**src/hw/pkh_pkg.sv**
```systemverilog
// =====================================================================
// Shared constants for the keyboard host link
package pkh_pkg;

  // ===================================================================
  // Timing
  localparam int CLK_MHZ      = 200;                    // System clock rate
  localparam int INHIBIT_US   = 60;                     // Least clock hold before send
  localparam int INHIBIT_CYC  = INHIBIT_US * CLK_MHZ;   // Rounded up: exact
  localparam int TIMEOUT_US   = 2000;                   // Longest wait for a link edge
  localparam int TIMEOUT_CYC  = TIMEOUT_US * CLK_MHZ;   // Rounded down: exact
  localparam int HOLD_US      = 10;                     // Clock hold after a sent byte
  localparam int HOLD_CYC     = HOLD_US * CLK_MHZ;
  localparam int TMR_W        = 19;                     // Timer width

  // ===================================================================
  // Register byte offsets
  localparam logic [3:0] OFS_DATA   = 4'h0;
  localparam logic [3:0] OFS_STATUS = 4'h4;
  localparam logic [3:0] OFS_CTRL   = 4'h8;
  localparam logic [3:0] OFS_SHADOW = 4'hC;

  // Status bit positions
  localparam int ST_RXFULL  = 0;
  localparam int ST_BUSY    = 1;
  localparam int ST_PARERR  = 2;
  localparam int ST_TIMEOUT = 3;
  localparam int ST_ACKOK   = 4;
  localparam int ST_NAK     = 5;

  // Control bit positions and reset value
  localparam int         CT_IRQEN      = 0;
  localparam int         CT_AUTORESEND = 1;
  localparam logic [1:0] CTRL_RST      = 2'h0;

  // Shadow register field positions and reset values
  localparam int         SH_LED_LSB  = 0;
  localparam int         SH_MODE_LSB = 8;
  localparam int         SH_TYPE_LSB = 16;
  localparam logic [1:0] MODE_RST    = 2'h2;
  localparam logic [2:0] LED_RST     = 3'h0;
  localparam logic [6:0] TYPE_RST    = 7'h00;

  // ===================================================================
  // Keyboard command codes
  localparam logic [7:0] CMD_LEDS      = 8'hED;
  localparam logic [7:0] CMD_ECHO      = 8'hEE;
  localparam logic [7:0] CMD_BAD_A     = 8'hEF;
  localparam logic [7:0] CMD_SCANSET   = 8'hF0;
  localparam logic [7:0] CMD_BAD_B     = 8'hF1;
  localparam logic [7:0] CMD_READID    = 8'hF2;
  localparam logic [7:0] CMD_TYPEMATIC = 8'hF3;
  localparam logic [7:0] CMD_RESEND    = 8'hFE;
  localparam logic [7:0] SCAN_MODE1    = 8'h01;
  localparam logic [7:0] SCAN_MODE3    = 8'h03;

  // Frame bit indices
  localparam logic [3:0] IDX_PARITY = 4'h8;
  localparam logic [3:0] IDX_STOP   = 4'h9;

  // ===================================================================
  // Link state machine
  typedef enum logic [6:0] {
    S_IDLE    = 7'h01,
    S_RX      = 7'h02,
    S_INHIBIT = 7'h04,
    S_REQ     = 7'h08,
    S_TX      = 7'h10,
    S_ACK     = 7'h20,
    S_HOLD    = 7'h40
  } pkh_state_t;

endpackage : pkh_pkg
```
**src/hw/pkh_line_sync.sv**
```systemverilog
`timescale 1ns/10ps
// =====================================================================
// Two-flop synchronisers for the link pins and clock fall detection
module pkh_line_sync (
  input  wire logic clk,
  input  wire logic reset,
  input  wire logic clk_pin,
  input  wire logic data_pin,
  output logic      clk_level,
  output logic      data_level,
  output logic      clk_fall
);

  logic [1:0] meta_reg;
  logic [1:0] sync_reg;
  logic       clk_last_reg;

  // Synchronise both lines; idle lines float high
  always_ff @(posedge clk) begin
    if (reset) begin
      meta_reg     <= 2'h3;
      sync_reg     <= 2'h3;
      clk_last_reg <= 1'b1;
    end else begin
      meta_reg     <= {data_pin, clk_pin};
      sync_reg     <= meta_reg;
      clk_last_reg <= sync_reg[0];
    end
  end

  assign clk_level  = sync_reg[0];
  assign data_level = sync_reg[1];
  assign clk_fall   = clk_last_reg & ~sync_reg[0];

endmodule : pkh_line_sync

```
**src/hw/pkh_link.sv**
```systemverilog
// The implementer's own choices: the register offsets and the Avalon-MM register port.
`timescale 1ns/10ps
// =====================================================================
// Keyboard host link controller with Avalon-MM register slave
module pkh_link #(
  parameter int unsigned INH_CYC = pkh_pkg::INHIBIT_CYC,
  parameter int unsigned TO_CYC  = pkh_pkg::TIMEOUT_CYC
) (
  input  wire logic        CLK,
  input  wire logic        RESET,
  input  wire logic [3:0]  AVS_ADDRESS,
  input  wire logic        AVS_READ,
  input  wire logic        AVS_WRITE,
  input  wire logic [31:0] AVS_WRITEDATA,
  output logic [31:0]      AVS_READDATA,
  output logic             AVS_WAITREQUEST,
  input  wire logic        KBD_CLK_IN,
  output logic             KBD_CLK_OUT,
  output logic             KBD_CLK_OE,
  input  wire logic        KBD_DATA_IN,
  output logic             KBD_DATA_OUT,
  output logic             KBD_DATA_OE,
  output logic             KBD_IRQ
);

  localparam logic [pkh_pkg::TMR_W-1:0] INH_LAST  = pkh_pkg::TMR_W'(INH_CYC - 1);
  localparam logic [pkh_pkg::TMR_W-1:0] TO_LAST   = pkh_pkg::TMR_W'(TO_CYC - 1);
  localparam logic [pkh_pkg::TMR_W-1:0] HOLD_LAST = pkh_pkg::TMR_W'(pkh_pkg::HOLD_CYC - 1);

  pkh_pkg::pkh_state_t         state_reg;
  pkh_pkg::pkh_state_t         state_next;
  logic [pkh_pkg::TMR_W-1:0]   timer_reg;
  logic [3:0]                  idx_reg;
  logic                        line_clk;
  logic                        line_data;
  logic                        fall;
  logic                        waiting;
  logic                        timeout;
  logic [7:0]                  tx_hold_reg;
  logic [7:0]                  tx_shift_reg;
  logic                        tx_pend_reg;
  logic                        tx_bit;
  logic [8:0]                  rx_shift_reg;
  logic [7:0]                  rx_data_reg;
  logic                        rx_full_reg;
  logic                        rx_end;
  logic                        rx_ok;
  logic                        rx_bad;
  logic                        tx_end;
  logic [5:2]                  err_reg;
  logic [1:0]                  ctrl_reg;
  logic [2:0]                  led_reg;
  logic [1:0]                  mode_reg;
  logic [6:0]                  type_reg;
  logic [7:0]                  prev_cmd_reg;
  logic                        ack_reg;
  logic                        bus_wr;
  logic                        bus_rd;
  logic                        resend;
  logic                        irq_reg;
  logic [31:0]                 rdata_reg;
  logic [31:0]                 status_word;

  // ===================================================================
  // Pin synchronisation
  pkh_line_sync u_sync (
    .clk        (CLK),
    .reset      (RESET),
    .clk_pin    (KBD_CLK_IN),
    .data_pin   (KBD_DATA_IN),
    .clk_level  (line_clk),
    .data_level (line_data),
    .clk_fall   (fall)
  );

  // ===================================================================
  // Avalon-MM slave: one wait cycle, then the access completes
  always_ff @(posedge CLK) begin
    if (RESET) begin
      ack_reg <= 1'b0;
    end else begin
      ack_reg <= (AVS_READ | AVS_WRITE) & ~ack_reg;
    end
  end

  assign AVS_WAITREQUEST = (AVS_READ | AVS_WRITE) & ~ack_reg;
  assign bus_wr          = AVS_WRITE & ack_reg;
  assign bus_rd          = AVS_READ & ack_reg;

  // Status word assembly
  always_comb begin
    status_word                      = 32'h0000_0000;
    status_word[pkh_pkg::ST_RXFULL]  = rx_full_reg;
    status_word[pkh_pkg::ST_BUSY]    = tx_pend_reg | ~(state_reg inside
                                       {pkh_pkg::S_IDLE, pkh_pkg::S_RX});
    status_word[5:2]                 = err_reg;
  end

  // Read data captured in the wait cycle, unmapped reads give zero
  always_ff @(posedge CLK) begin
    if (RESET) begin
      rdata_reg <= 32'h0000_0000;
    end else if (AVS_READ && !ack_reg) begin
      unique case (AVS_ADDRESS)
        pkh_pkg::OFS_DATA:   rdata_reg <= {24'h000000, rx_data_reg};
        pkh_pkg::OFS_STATUS: rdata_reg <= status_word;
        pkh_pkg::OFS_CTRL:   rdata_reg <= {30'h0, ctrl_reg};
        pkh_pkg::OFS_SHADOW: rdata_reg <= {9'h0, type_reg, 6'h0, mode_reg, 5'h0, led_reg};
        default:             rdata_reg <= 32'h0000_0000;
      endcase
    end
  end

  assign AVS_READDATA = rdata_reg;

  // Control register
  always_ff @(posedge CLK) begin
    if (RESET) begin
      ctrl_reg <= pkh_pkg::CTRL_RST;
    end else if (bus_wr && AVS_ADDRESS == pkh_pkg::OFS_CTRL) begin
      ctrl_reg <= AVS_WRITEDATA[1:0];
    end
  end

  // ===================================================================
  // Link state machine
  assign waiting = state_reg inside {pkh_pkg::S_RX, pkh_pkg::S_REQ, pkh_pkg::S_TX,
                                     pkh_pkg::S_ACK};
  assign timeout = waiting && timer_reg == TO_LAST;

  always_comb begin
    state_next = state_reg;
    unique case (state_reg)
      pkh_pkg::S_IDLE: begin
        if (tx_pend_reg) begin
          state_next = pkh_pkg::S_INHIBIT;
        end else if (fall && !line_data) begin
          state_next = pkh_pkg::S_RX;
        end
      end
      pkh_pkg::S_RX: begin
        // A pending send waits here until the frame ends
        if (timeout || (fall && idx_reg == pkh_pkg::IDX_STOP)) begin
          state_next = pkh_pkg::S_IDLE;
        end
      end
      pkh_pkg::S_INHIBIT: begin
        if (timer_reg >= INH_LAST) begin
          state_next = pkh_pkg::S_REQ;
        end
      end
      pkh_pkg::S_REQ: begin
        if (timeout) begin
          state_next = pkh_pkg::S_IDLE;
        end else if (fall) begin
          state_next = pkh_pkg::S_TX;
        end
      end
      pkh_pkg::S_TX: begin
        if (timeout) begin
          state_next = pkh_pkg::S_IDLE;
        end else if (fall && idx_reg == pkh_pkg::IDX_PARITY) begin
          state_next = pkh_pkg::S_ACK;
        end
      end
      pkh_pkg::S_ACK: begin
        if (timeout) begin
          state_next = pkh_pkg::S_IDLE;
        end else if (fall) begin
          state_next = pkh_pkg::S_HOLD;
        end
      end
      pkh_pkg::S_HOLD: begin
        if (timer_reg >= HOLD_LAST) begin
          state_next = pkh_pkg::S_IDLE;
        end
      end
      default: state_next = pkh_pkg::S_IDLE;
    endcase
  end

  always_ff @(posedge CLK) begin
    if (RESET) begin
      state_reg <= pkh_pkg::S_IDLE;
    end else begin
      state_reg <= state_next;
    end
  end

  // Timer restarts on each state change and each link clock fall in a waiting state
  always_ff @(posedge CLK) begin
    if (RESET || state_next != state_reg || (waiting && fall)) begin
      timer_reg <= '0;
    end else if (state_reg != pkh_pkg::S_IDLE) begin
      timer_reg <= timer_reg + 1'b1;
    end
  end

  // Frame bit index, advanced by keyboard clock falls
  always_ff @(posedge CLK) begin
    if (RESET || state_reg inside {pkh_pkg::S_IDLE, pkh_pkg::S_REQ}) begin
      idx_reg <= 4'h0;
    end else if (fall && state_reg inside {pkh_pkg::S_RX, pkh_pkg::S_TX}) begin
      idx_reg <= idx_reg + 4'h1;
    end
  end

  // ===================================================================
  // Transmit path
  always_comb begin
    if (idx_reg < pkh_pkg::IDX_PARITY) begin
      tx_bit = tx_shift_reg[idx_reg[2:0]];
    end else if (idx_reg == pkh_pkg::IDX_PARITY) begin
      tx_bit = ~^tx_shift_reg;
    end else begin
      tx_bit = 1'b1;
    end
  end

  assign resend = rx_bad && ctrl_reg[pkh_pkg::CT_AUTORESEND];

  // Pending byte: software write or automatic resend; the set wins
  always_ff @(posedge CLK) begin
    if (RESET) begin
      tx_hold_reg <= 8'h00;
      tx_pend_reg <= 1'b0;
    end else if (resend) begin
      tx_hold_reg <= pkh_pkg::CMD_RESEND;
      tx_pend_reg <= 1'b1;
    end else if (bus_wr && AVS_ADDRESS == pkh_pkg::OFS_DATA) begin
      tx_hold_reg <= AVS_WRITEDATA[7:0];
      tx_pend_reg <= 1'b1;
    end else if (state_reg == pkh_pkg::S_IDLE) begin
      tx_pend_reg <= 1'b0;
    end
  end

  // Byte frozen for the frame when the inhibit starts
  always_ff @(posedge CLK) begin
    if (RESET) begin
      tx_shift_reg <= 8'h00;
    end else if (state_reg == pkh_pkg::S_IDLE && tx_pend_reg) begin
      tx_shift_reg <= tx_hold_reg;
    end
  end

  assign tx_end = state_reg == pkh_pkg::S_ACK && fall;

  // Shadow of option bytes the keyboard accepted
  always_ff @(posedge CLK) begin
    if (RESET) begin
      prev_cmd_reg <= 8'h00;
      led_reg      <= pkh_pkg::LED_RST;
      mode_reg     <= pkh_pkg::MODE_RST;
      type_reg     <= pkh_pkg::TYPE_RST;
    end else if (tx_end && !line_data) begin
      prev_cmd_reg <= tx_shift_reg;
      if (prev_cmd_reg == pkh_pkg::CMD_LEDS) begin
        led_reg <= tx_shift_reg[2:0];
      end
      if (prev_cmd_reg == pkh_pkg::CMD_SCANSET && tx_shift_reg >= pkh_pkg::SCAN_MODE1
          && tx_shift_reg <= pkh_pkg::SCAN_MODE3) begin
        mode_reg <= tx_shift_reg[1:0];
      end
      if (prev_cmd_reg == pkh_pkg::CMD_TYPEMATIC) begin
        type_reg <= tx_shift_reg[6:0];
      end
    end
  end

  // ===================================================================
  // Receive path
  always_ff @(posedge CLK) begin
    if (RESET) begin
      rx_shift_reg <= 9'h000;
    end else if (fall && state_reg == pkh_pkg::S_RX && idx_reg < pkh_pkg::IDX_STOP) begin
      rx_shift_reg <= {line_data, rx_shift_reg[8:1]};
    end
  end

  assign rx_end = state_reg == pkh_pkg::S_RX && fall && idx_reg == pkh_pkg::IDX_STOP;
  assign rx_ok  = rx_end && (^rx_shift_reg) && line_data;
  assign rx_bad = (rx_end && !rx_ok) || (state_reg == pkh_pkg::S_RX && timeout);

  // Received byte; a read clears full unless a new byte lands
  always_ff @(posedge CLK) begin
    if (RESET) begin
      rx_data_reg <= 8'h00;
      rx_full_reg <= 1'b0;
    end else if (rx_ok) begin
      rx_data_reg <= rx_shift_reg[7:0];
      rx_full_reg <= 1'b1;
    end else if (bus_rd && AVS_ADDRESS == pkh_pkg::OFS_DATA) begin
      rx_full_reg <= 1'b0;
    end
  end

  // Sticky error and result flags, write one to clear, set wins
  always_ff @(posedge CLK) begin
    if (RESET) begin
      err_reg <= 4'h0;
    end else begin
      err_reg <= (bus_wr && AVS_ADDRESS == pkh_pkg::OFS_STATUS)
                 ? err_reg & ~AVS_WRITEDATA[5:2] : err_reg;
      if (rx_end && !rx_ok) err_reg[pkh_pkg::ST_PARERR] <= 1'b1;
      if (timeout) err_reg[pkh_pkg::ST_TIMEOUT] <= 1'b1;
      if (tx_end && !line_data) err_reg[pkh_pkg::ST_ACKOK] <= 1'b1;
      if (tx_end && line_data) err_reg[pkh_pkg::ST_NAK] <= 1'b1;
    end
  end

  // Interrupt on a held received byte
  always_ff @(posedge CLK) begin
    if (RESET) begin
      irq_reg <= 1'b0;
    end else begin
      irq_reg <= rx_full_reg & ctrl_reg[pkh_pkg::CT_IRQEN];
    end
  end

  assign KBD_IRQ = irq_reg;

  // ===================================================================
  // Open-drain pin drive: host only ever pulls low
  assign KBD_CLK_OUT  = 1'b0;
  assign KBD_CLK_OE   = state_reg inside {pkh_pkg::S_INHIBIT, pkh_pkg::S_HOLD};
  assign KBD_DATA_OUT = 1'b0;
  assign KBD_DATA_OE  = state_reg == pkh_pkg::S_REQ ||
                        (state_reg == pkh_pkg::S_TX && !tx_bit);

  // ===================================================================
  // Assertions
  a_inhibit_long: assert property (@(posedge CLK) disable iff (RESET)
    (state_reg == pkh_pkg::S_INHIBIT && state_next == pkh_pkg::S_REQ)
      |-> (timer_reg >= INH_LAST && KBD_CLK_OE))
    else $error("clock inhibit released too early");

  a_rx_no_inhibit: assert property (@(posedge CLK) disable iff (RESET)
    (state_reg == pkh_pkg::S_RX) |=> (state_reg != pkh_pkg::S_INHIBIT))
    else $error("inhibit entered during receive");

  a_start_low: assert property (@(posedge CLK) disable iff (RESET)
    (state_reg == pkh_pkg::S_REQ) |-> (KBD_DATA_OE && !KBD_CLK_OE))
    else $error("start request not driven");

  a_lsb_first: assert property (@(posedge CLK) disable iff (RESET)
    $rose(state_reg == pkh_pkg::S_TX) |-> (KBD_DATA_OE == !tx_shift_reg[0]))
    else $error("first data bit not the lsb");

  a_odd_parity: assert property (@(posedge CLK) disable iff (RESET)
    (state_reg == pkh_pkg::S_TX && idx_reg == pkh_pkg::IDX_PARITY)
      |-> (KBD_DATA_OE == (^tx_shift_reg)))
    else $error("parity bit not odd");

  a_hold_after: assert property (@(posedge CLK) disable iff (RESET)
    (state_reg == pkh_pkg::S_ACK && fall) |=> (state_reg == pkh_pkg::S_HOLD) ##1 KBD_CLK_OE)
    else $error("clock not held after stop");

  a_never_drive_high: assert property (@(posedge CLK) disable iff (RESET)
    !KBD_CLK_OUT && !KBD_DATA_OUT)
    else $error("host drove a line high");

  a_resend_queued: assert property (@(posedge CLK) disable iff (RESET)
    resend |=> (tx_pend_reg && tx_hold_reg == pkh_pkg::CMD_RESEND))
    else $error("resend not queued");

  a_irq_follow: assert property (@(posedge CLK) disable iff (RESET)
    (rx_ok && ctrl_reg[pkh_pkg::CT_IRQEN]) |=> ##1 KBD_IRQ)
    else $error("interrupt missing");

  a_timeout_abort: assert property (@(posedge CLK) disable iff (RESET)
    timeout |=> (state_reg == pkh_pkg::S_IDLE && err_reg[pkh_pkg::ST_TIMEOUT]))
    else $error("timeout did not abort");

endmodule : pkh_link

```
**config.mk**
```make
export PLATFORM = sky130hd
export DESIGN_NAME = pkh_link
export DESIGN_NICKNAME = d
export VERILOG_FILES = /design/src/hw/pkh_pkg.sv /design/src/hw/pkh_line_sync.sv /design/src/hw/pkh_link.sv
export SDC_FILE = /design/constraint.sdc
export NUM_CORES = 1
export LEC_CHECK = 0
export BUFFER_PORTS_ARGS = -buffer_cell sky130_fd_sc_hd__clkbuf_2
export CAP_MARGIN = 20
export CORE_AREA = 2 2 156 158
export CTS_CLUSTER_SIZE = 14
export DETAILED_ROUTE_END_ITERATION = 10
export DIE_AREA = 0 0 158 160
export PLACE_DENSITY = 0.47
export SETUP_SLACK_MARGIN = 0.05
export SLEW_MARGIN = 20
export SYNTH_ARGS = -nofsm -noshare
export SYNTH_HDL_FRONTEND = slang
export SYNTH_SLANG_ARGS = --single-unit
```
**constraint.sdc**
```tcl
create_clock -name CLK -period 2.7 [get_ports CLK]
set_input_delay 0.135 -clock CLK [delete_from_list [all_inputs] [get_ports CLK]]
set_output_delay 0.135 -clock CLK [all_outputs]
set_load 0.02 [all_outputs]
```
==> flow_summary_export.csv, run 1 <==
group,metric,value,unit
timing,rsz0062_at_grt,"false",
timing,fmax,403,MHz
global_routing,grt_use_met3,0.0309,
timing,setup_violations,0,
global_routing,grt_pass1_vias,4685,
drt,ant_nets,0,
timing,fin_crit_sh,0.919,
setup_path,r2r_start,"state_reg[0]$_SDFF_PP1_",
placement,place.port_buffers,38,
timing,drv_slew,0,
drt,drcViolationCount,0,
timing,finClkSkew,8.68,ps
setup_path,end_kind,"register",
global_routing,grtUsageMet2,0.182,
placement,dp_cells,1043,
synthesis,synth_edf_count,0,
synthesis,yosys_warnings,0,
setup_path,r2r_cells,7,
power,ir_worst_vdd,0.357,mV
synthesis,ys_dominant_reg_cell,"dfxtp_1",
placement,dp_hpwl,10400,um
floorplanning,rows,57,
global_routing,gr-total-overflow,0,
hold_path,whs_path_depth,2,
final_layout,mostFrequentLayoutCell,"dfxtp_1",
final_layout,nets,795,
clock_network,clock_sinks,115,
setup_path,slowest_stage,"or4_1",
power,p_per_area,580,nW/um2
global_routing,globalRouteMet1Util,0.173,
setup_path,arrival,2800,ps
drt,drtPass1Iterations,4,
setup_path,cp.buffers_inverters,1,
clock_network,cts-buffers-inserted,17,
synthesis,synthCells,675,
final_layout,drive_above_1_share,0.199,
synthesis,seq_area_frac_synth,0.398,
power,p_leak,2.54,nW
global_routing,grt_busiest_layer,"met2",
hold_path,hp-start,"RESET",
clock_network,root_buffer,"clkbuf_16",
setup_path,cp.required,3010,ps
clock_network,h-tree-depth,4,
global_routing,grt_max_degree,45,
final_layout,largest_reg_flops,19,
job,maxCapViolations,0,
final_layout,instances_no_fill,1079,
setup_path,r2r-end,"timer_reg[2]$_SDFFE_PP0N_",
clock_network,clkTransAtPathRegs,60,ps
setup_path,crit_chain,"or4_1 > nor4_2 > o21ai_1 > a2111oi_2 > nand4_4 > buf_12 > nor4b_1",
synthesis,async_reset_ff_frac,0,
setup_path,start_kind,"register",
floorplanning,die_w,158,um
floorplanning,die-area,25300,um2
drt,wire_per_inst,13.6,um
placement,gp_congestion,0.795,
timing,fin_crit,2480,ps
setup_path,cpLargestDelayFamily,"simple AND/OR/NAND/NOR gates",
floorplanning,start_util,0.243,
clock_network,cts_tree,"done",
hold_path,min_to,"state_reg[2]$_SDFF_PP0_",
synthesis,avgSynthCellArea,8.56,um2
clock_network,postCtsSetupBuffers,0,
clock_network,clk_latency,420,ps
drt,drt-initial-drc-count,284,
global_routing,antenna_found_initial,0,
synthesis,synth_area,5780,um2
setup_path,critPathMaxFanout,19,
timing,relSlewSlack,0.554,
final_layout,antenna_cells,0,
timing,finalSetupTns,0,ps
hold_path,holdCritPathClass,"in -> reg",
drt,drt-total-wl,14700,um
timing,hold_viol_final,0,
floorplanning,core-area,23800,um2
final_layout,syn2layout_area_growth,23.7,%
final_layout,final_cell_mix,"111 x dfxtp_1, 83 x nor2_1, 73 x nand2_1, 42 x buf_4, 39 x a21oi_1",
synthesis,yosys_register_bits,115,
global_routing,grt_pass1_wl,24700,um
floorplanning,die_y,160,um
floorplanning,ios,80,
setup_path,crit_type,"reg -> reg",
setup_path,slowest_delay,600,ps
drt,viasPerCell,4.47,
timing,tightest_slew,664,ps
global_routing,grt_util_all_layers,0.123,
clock_network,cts_buffer_depth,2,
setup_path,r2r_slack,220,ps
synthesis,synth.distinct_cells,59,
drt,num_vias,4823,
status,outcome,"finished, final reports clean",
worst register-to-register path, delay by kind of cell, from the launching register on:
| family | cells | cell delay (ps) |
|---|---|---|
| AO/OA/AOI/OAI | 2 | 600 |
| buffers and inverters | 1 | 180 |
| AND/OR/NAND/NOR | 4 | 1300 |
| flip-flops | 1 | 300 |
synthesized netlist by cell type, drive strengths merged (4+ instances only):
master  count  area, um2
o211ai      4       30.0
xnor2      27        236
or4         5       41.3
nor2       83        312
xor2        7       61.3
or2         6       37.5
and2        4       25.0
nand2      73        274
nand4      10       77.6
nor4       30        263
nand3      23        115
o21ai      22        118
mux2i      33        330
a21oi      39        195
a22oi      13       97.6
or3        12       75.1
a221oi      4       35.0
clkbuf     23       86.3
nor3       26        130
buf        30        203
nand4b      4       35.0
dfxtp     115       2300
nand2b      6       37.5
nor2b       5       31.3
ha         11        138
inv        18       67.6
nor4b       4       35.0
routing by layer:
metal  wire length [um]  part of all wire
met3                657             0.045
met2               6320              0.43
met1               7460              0.51
met5                  0                 0
met4                227             0.015
worst max-delay path by stage:
stage | slack, ps | from | endpoint | cells after the start
floorplan | 190 | state_reg[0]$_SDFF_PP1_ | timer_reg[10]$_SDFFE_PP0N_ | 9
global placement | 190 | state_reg[0]$_SDFF_PP1_ | timer_reg[1]$_SDFFE_PP0N_ | 8
detailed placement | 150 | state_reg[0]$_SDFF_PP1_ | timer_reg[2]$_SDFFE_PP0N_ | 8
CTS | 90 | tx_shift_reg[4]$_SDFFE_PP0P_ | KBD_DATA_OE | 9
global route | 50 | state_reg[0]$_SDFF_PP1_ | type_reg[6]$_SDFFE_PP0P_ | 10
finish | 220 | state_reg[0]$_SDFF_PP1_ | timer_reg[2]$_SDFFE_PP0N_ | 7
cell families (layout without fill, tap and decap cells):
family	after synthesis	count (layout)	share of synthesized area
simple gates	304	304	0.277
flops	115	115	0.398
compound gates	101	101	0.112
buf+inv	71	135	0.0617
mux	37	37	0.0708
xor+xnor	35	35	0.0554
fa+ha+maj	11	11	0.0238
other cells	1	17	0.000649
timing repair:
item | 4_1_cts | 5_1_grt
hold buffers | 4 | 0
pin swaps | 0 | 1
endpoints found under the setup margin | 1 | 17
gates resized for setup | 1 | 5
hold endpoints to repair | 4 | 0
layout make-up:
type | instances | area (um2)
well taps | 324 | 405
inverters | 18 | 67.6
clock buffers | 17 | 425
clock inverters | 15 | 164
multi-input cells | 505 | 3200
flip-flops and latches | 115 | 2310
fillers | 2551 | 16700
repair buffers | 85 | 581
stage by stage:
stage | utilization | hold WS [ps] | area [um2] | worst slack, ps | power (mW)
5_1_grt | 0.300 | 24.2 | 7150 | 54.5 | 4.30
3_3_place_gp | 0.273 | 321 | 6510 | 192 | 1.93
6_report | 0.300 | 10.5 | 7150 | 219 | 4.14
2_1_floorplan | - | 239 | 5840 | 188 | 1.89
4_1_cts | 0.300 | 11.5 | 7140 | 87.1 | 4.20
3_5_place_dp | 0.273 | 320 | 6510 | 149 | 1.93
power breakdown:
| part | internal (mW) | switching [mW] | total [mW] |
|---|---|---|---|
| registers | 1.71 | 0.00798 | 1.72 |
| clock network | 1.31 | 0.932 | 2.24 |
| logic | 0.0578 | 0.125 | 0.182 |
| total | 3.08 | 1.06 | 4.14 |
No activity file was read; power rests on OpenSTA's default activity.
==> run 2: changes to the inputs <==
--- a/config.mk
+++ b/config.mk
@@ -7,13 +7,14 @@
 export LEC_CHECK = 0
 export BUFFER_PORTS_ARGS = -buffer_cell sky130_fd_sc_hd__clkbuf_2
 export CAP_MARGIN = 20
-export CORE_AREA = 2 2 156 158
+export CORE_AREA = 2 2 153 155
 export CTS_CLUSTER_SIZE = 14
 export DETAILED_ROUTE_END_ITERATION = 10
-export DIE_AREA = 0 0 158 160
-export PLACE_DENSITY = 0.47
+export DIE_AREA = 0 0 155 157
+export PLACE_DENSITY_LB_ADDON = 0.2
 export SETUP_SLACK_MARGIN = 0.05
 export SLEW_MARGIN = 20
 export SYNTH_ARGS = -nofsm -noshare
 export SYNTH_HDL_FRONTEND = slang
+export SYNTH_HIERARCHICAL = 1
 export SYNTH_SLANG_ARGS = --single-unit
==> flow_summary_export.csv, run 2 <==
group,metric,value,unit
drt,ant_nets,0,
clock_network,cts_buffer_depth,2,
placement,gp_congestion,0.801,
setup_path,critPathMaxFanout,7,
global_routing,grt_max_degree,87,
synthesis,synthCells,647,
synthesis,synth_top_area_cell,"dfxtp_1",
setup_path,start_kind,"register",
synthesis,synth_edf_count,0,
status,outcome,"finished, final reports clean",
global_routing,antenna_found_initial,0,
synthesis,synth.distinct_cells,65,
clock_network,cts-buffers-inserted,17,
timing,fin_crit_sh,0.948,
final_layout,largest_reg_flops,19,
final_layout,antenna_cells,0,
synthesis,avgSynthCellArea,8.63,um2
clock_network,clkTransAtPathRegs,60,ps
placement,dp_hpwl,10300,um
final_layout,mostFrequentLayoutCell,"dfxtp_1",
synthesis,ys_dominant_reg_cell,"dfxtp_1",
setup_path,crit_type,"reg -> reg",
final_layout,final_cell_mix,"110 x dfxtp_1, 97 x nor2_1, 61 x nand2_1, 50 x buf_4, 37 x clkbuf_2",
floorplanning,die_y,157,um
synthesis,yosys_warnings,6,
final_layout,syn2layout_area_growth,26.3,%
placement,dpl-instance-area,6320,um2
power,power.total,4.16,mW
setup_path,crit_chain,"nand4b_1 > or4b_1 > or4b_4 > a21o_1 > a221oi_4 > nand4bb_4 > buf_12 > nor2_4",
drt,num_vias,4620,
global_routing,grt_pass1_vias,4421,
synthesis,synth_area,5590,um2
timing,hold_viol_final,0,
global_routing,grt_pass1_wl,23600,um
power,p_per_area,590,nW/um2
drt,wire_per_inst,14.1,um
drt,viasPerCell,4.52,
synthesis,synthTopCellsByCount,"115 x dfxtp_1, 97 x nor2_1, 61 x nand2_1",
power,p_leak,2.79,nW
timing,setup_violations,0,
floorplanning,die_w,155,um
drt,drcViolationCount,0,
setup_path,slowest_delay,530,ps
clock_network,h-tree-depth,4,
drt,drt-total-wl,14400,um
final_layout,nets,778,
drt,drt-initial-drc-count,227,
timing,relSlewSlack,0.402,
job,maxCapViolations,0,
setup_path,cp.required,3050,ps
timing,drv_slew,0,
placement,pre_cts_ws,89.8,ps
clock_network,clock_sinks,115,
synthesis,yosys_register_bits,115,
clock_network,root_buffer,"clkbuf_16",
global_routing,grt_util_all_layers,0.123,
setup_path,cpLargestDelayFamily,"simple AND/OR/NAND/NOR gates",
global_routing,gr-total-overflow,0,
floorplanning,start_util,0.248,
clock_network,clk_latency,420,ps
final_layout,drive_above_1_share,0.213,
floorplanning,core-area,22500,um2
timing,fmax,391,MHz
timing,rsz0062_at_grt,"true",
floorplanning,die-area,24300,um2
hold_path,holdCritPathClass,"in -> reg",
synthesis,synth_top_area_share,0.412,
synthesis,synth_most_common_cell,"dfxtp_1",
synthesis,seq_area_frac_synth,0.412,
timing,tightest_slew,897,ps
drt,drtPass1Iterations,4,
synthesis,async_reset_ff_frac,0,
timing,finClkSkew,8.35,ps
timing,setup_slack,141,ps
floorplanning,ios,80,
power,ir_worst_vdd,0.372,mV
timing,fin_crit,2560,ps
setup_path,slowest_stage,"or4b_4",
setup_path,arrival,2910,ps
clock_network,cts_tree,"done",
setup_path,cp.buffers_inverters,1,
floorplanning,rows,55,
setup_path,end_kind,"register",
synthesis,ys_top_cells_by_area,"dfxtp_1 41%, nor2_1 6.5%, mux2i_1 5.4%, nand2_1 4.1%, a21oi_1 3.1%",
final_layout,fin_area,7060,um2
placement,place.port_buffers,38,
## run 2: cell count changes after synthesis, moves of 9 or more
cell      previous run  this run
nand2_1             73        61
nor2_2               0        10
nor2_1              83        97
xor2_1               7        20
nor4_1              18         6
o21ai_0             19         7
or3_1               12         3
nor4_2              12         0
xnor2_1             27        13
clkbuf_1            23        33
## run 2: repair_timing
action / 4_1_cts / 5_1_grt
hold buffers: 8 / 0
pin swaps: 0 / 4
setup endpoints to repair: 1 / 30
buffers inserted: 0 / 1
resized for setup: 1 / 14
hold endpoints to repair: 9 / 0
## run 2: worst paths after layout
path	startpoint	end	slack, ps	cells past startpoint
worst max register to register	timer_reg[10]$_SDFFE_PP0N_	timer_reg[12]$_SDFFE_PP0N_	140	8
worst max-delay path	timer_reg[10]$_SDFFE_PP0N_	timer_reg[12]$_SDFFE_PP0N_	140	8
worst min-delay path	AVS_WRITEDATA[4]	tx_hold_reg[4]$_SDFFE_PP0P_	30	3
worst min register to register	u_sync/meta_reg[1]$_SDFF_PP1_	u_sync/sync_reg[1]$_SDFF_PP1_	400	1
## run 2: layout make-up
type	count	area, um2
inverters	12	45.0
clock inverters	15	160
well taps	285	357
fillers	2350	15400
flip-flops and latches	115	2310
clock buffers	17	425
repair buffers	98	686
multi-input cells	481	3070
## run 2: worst min-delay path, cell delays in order
cell and delay, ps:
clkbuf_2 100, nand2_1 80, a31oi_1 80
## run 2: logic make-up after synthesis
kind of cell | after synthesis | synth area share
AND/OR/NAND/NOR | 291 | 0.265
flip-flops | 115 | 0.412
XOR/XNOR | 34 | 0.0558
multiplexers | 35 | 0.0703
AO/OA/AOI/OAI | 93 | 0.114
other | 1 | 0.000671
adder cells (fa/ha/maj) | 11 | 0.0246
buffers and inverters | 67 | 0.0585
## run 2: metrics by stage
stage                     TNS (ps)   util  hold WS, ps  std cells
after floorplan                  0      -          232        663
after global placement           0  0.281          327        982
after detailed placement         0  0.281          316        982
after CTS                        0  0.310         15.7       1022
after global routing         -95.6  0.314         39.2       1023
final                            0  0.314         29.0       1023
## run 2: per-layer routing
layer | global-route usage | up-vias | routed length, um
li1 | - | 2406 | -
met1 | 0.165 | 2158 | 7260
met2 | 0.195 | 46 | 6720
met3 | 0.0273 | 10 | 276
met4 | 0.0437 | 0 | 169
met5 | 0 | - | 0
## run 2: where the power goes
part / total (mW) / internal [mW] / switching, mW
sequential: 1.71 / 1.71 / 0.00748
combinational: 0.191 / 0.0678 / 0.123
clock: 2.26 / 1.31 / 0.948
total: 4.16 / 3.08 / 1.08
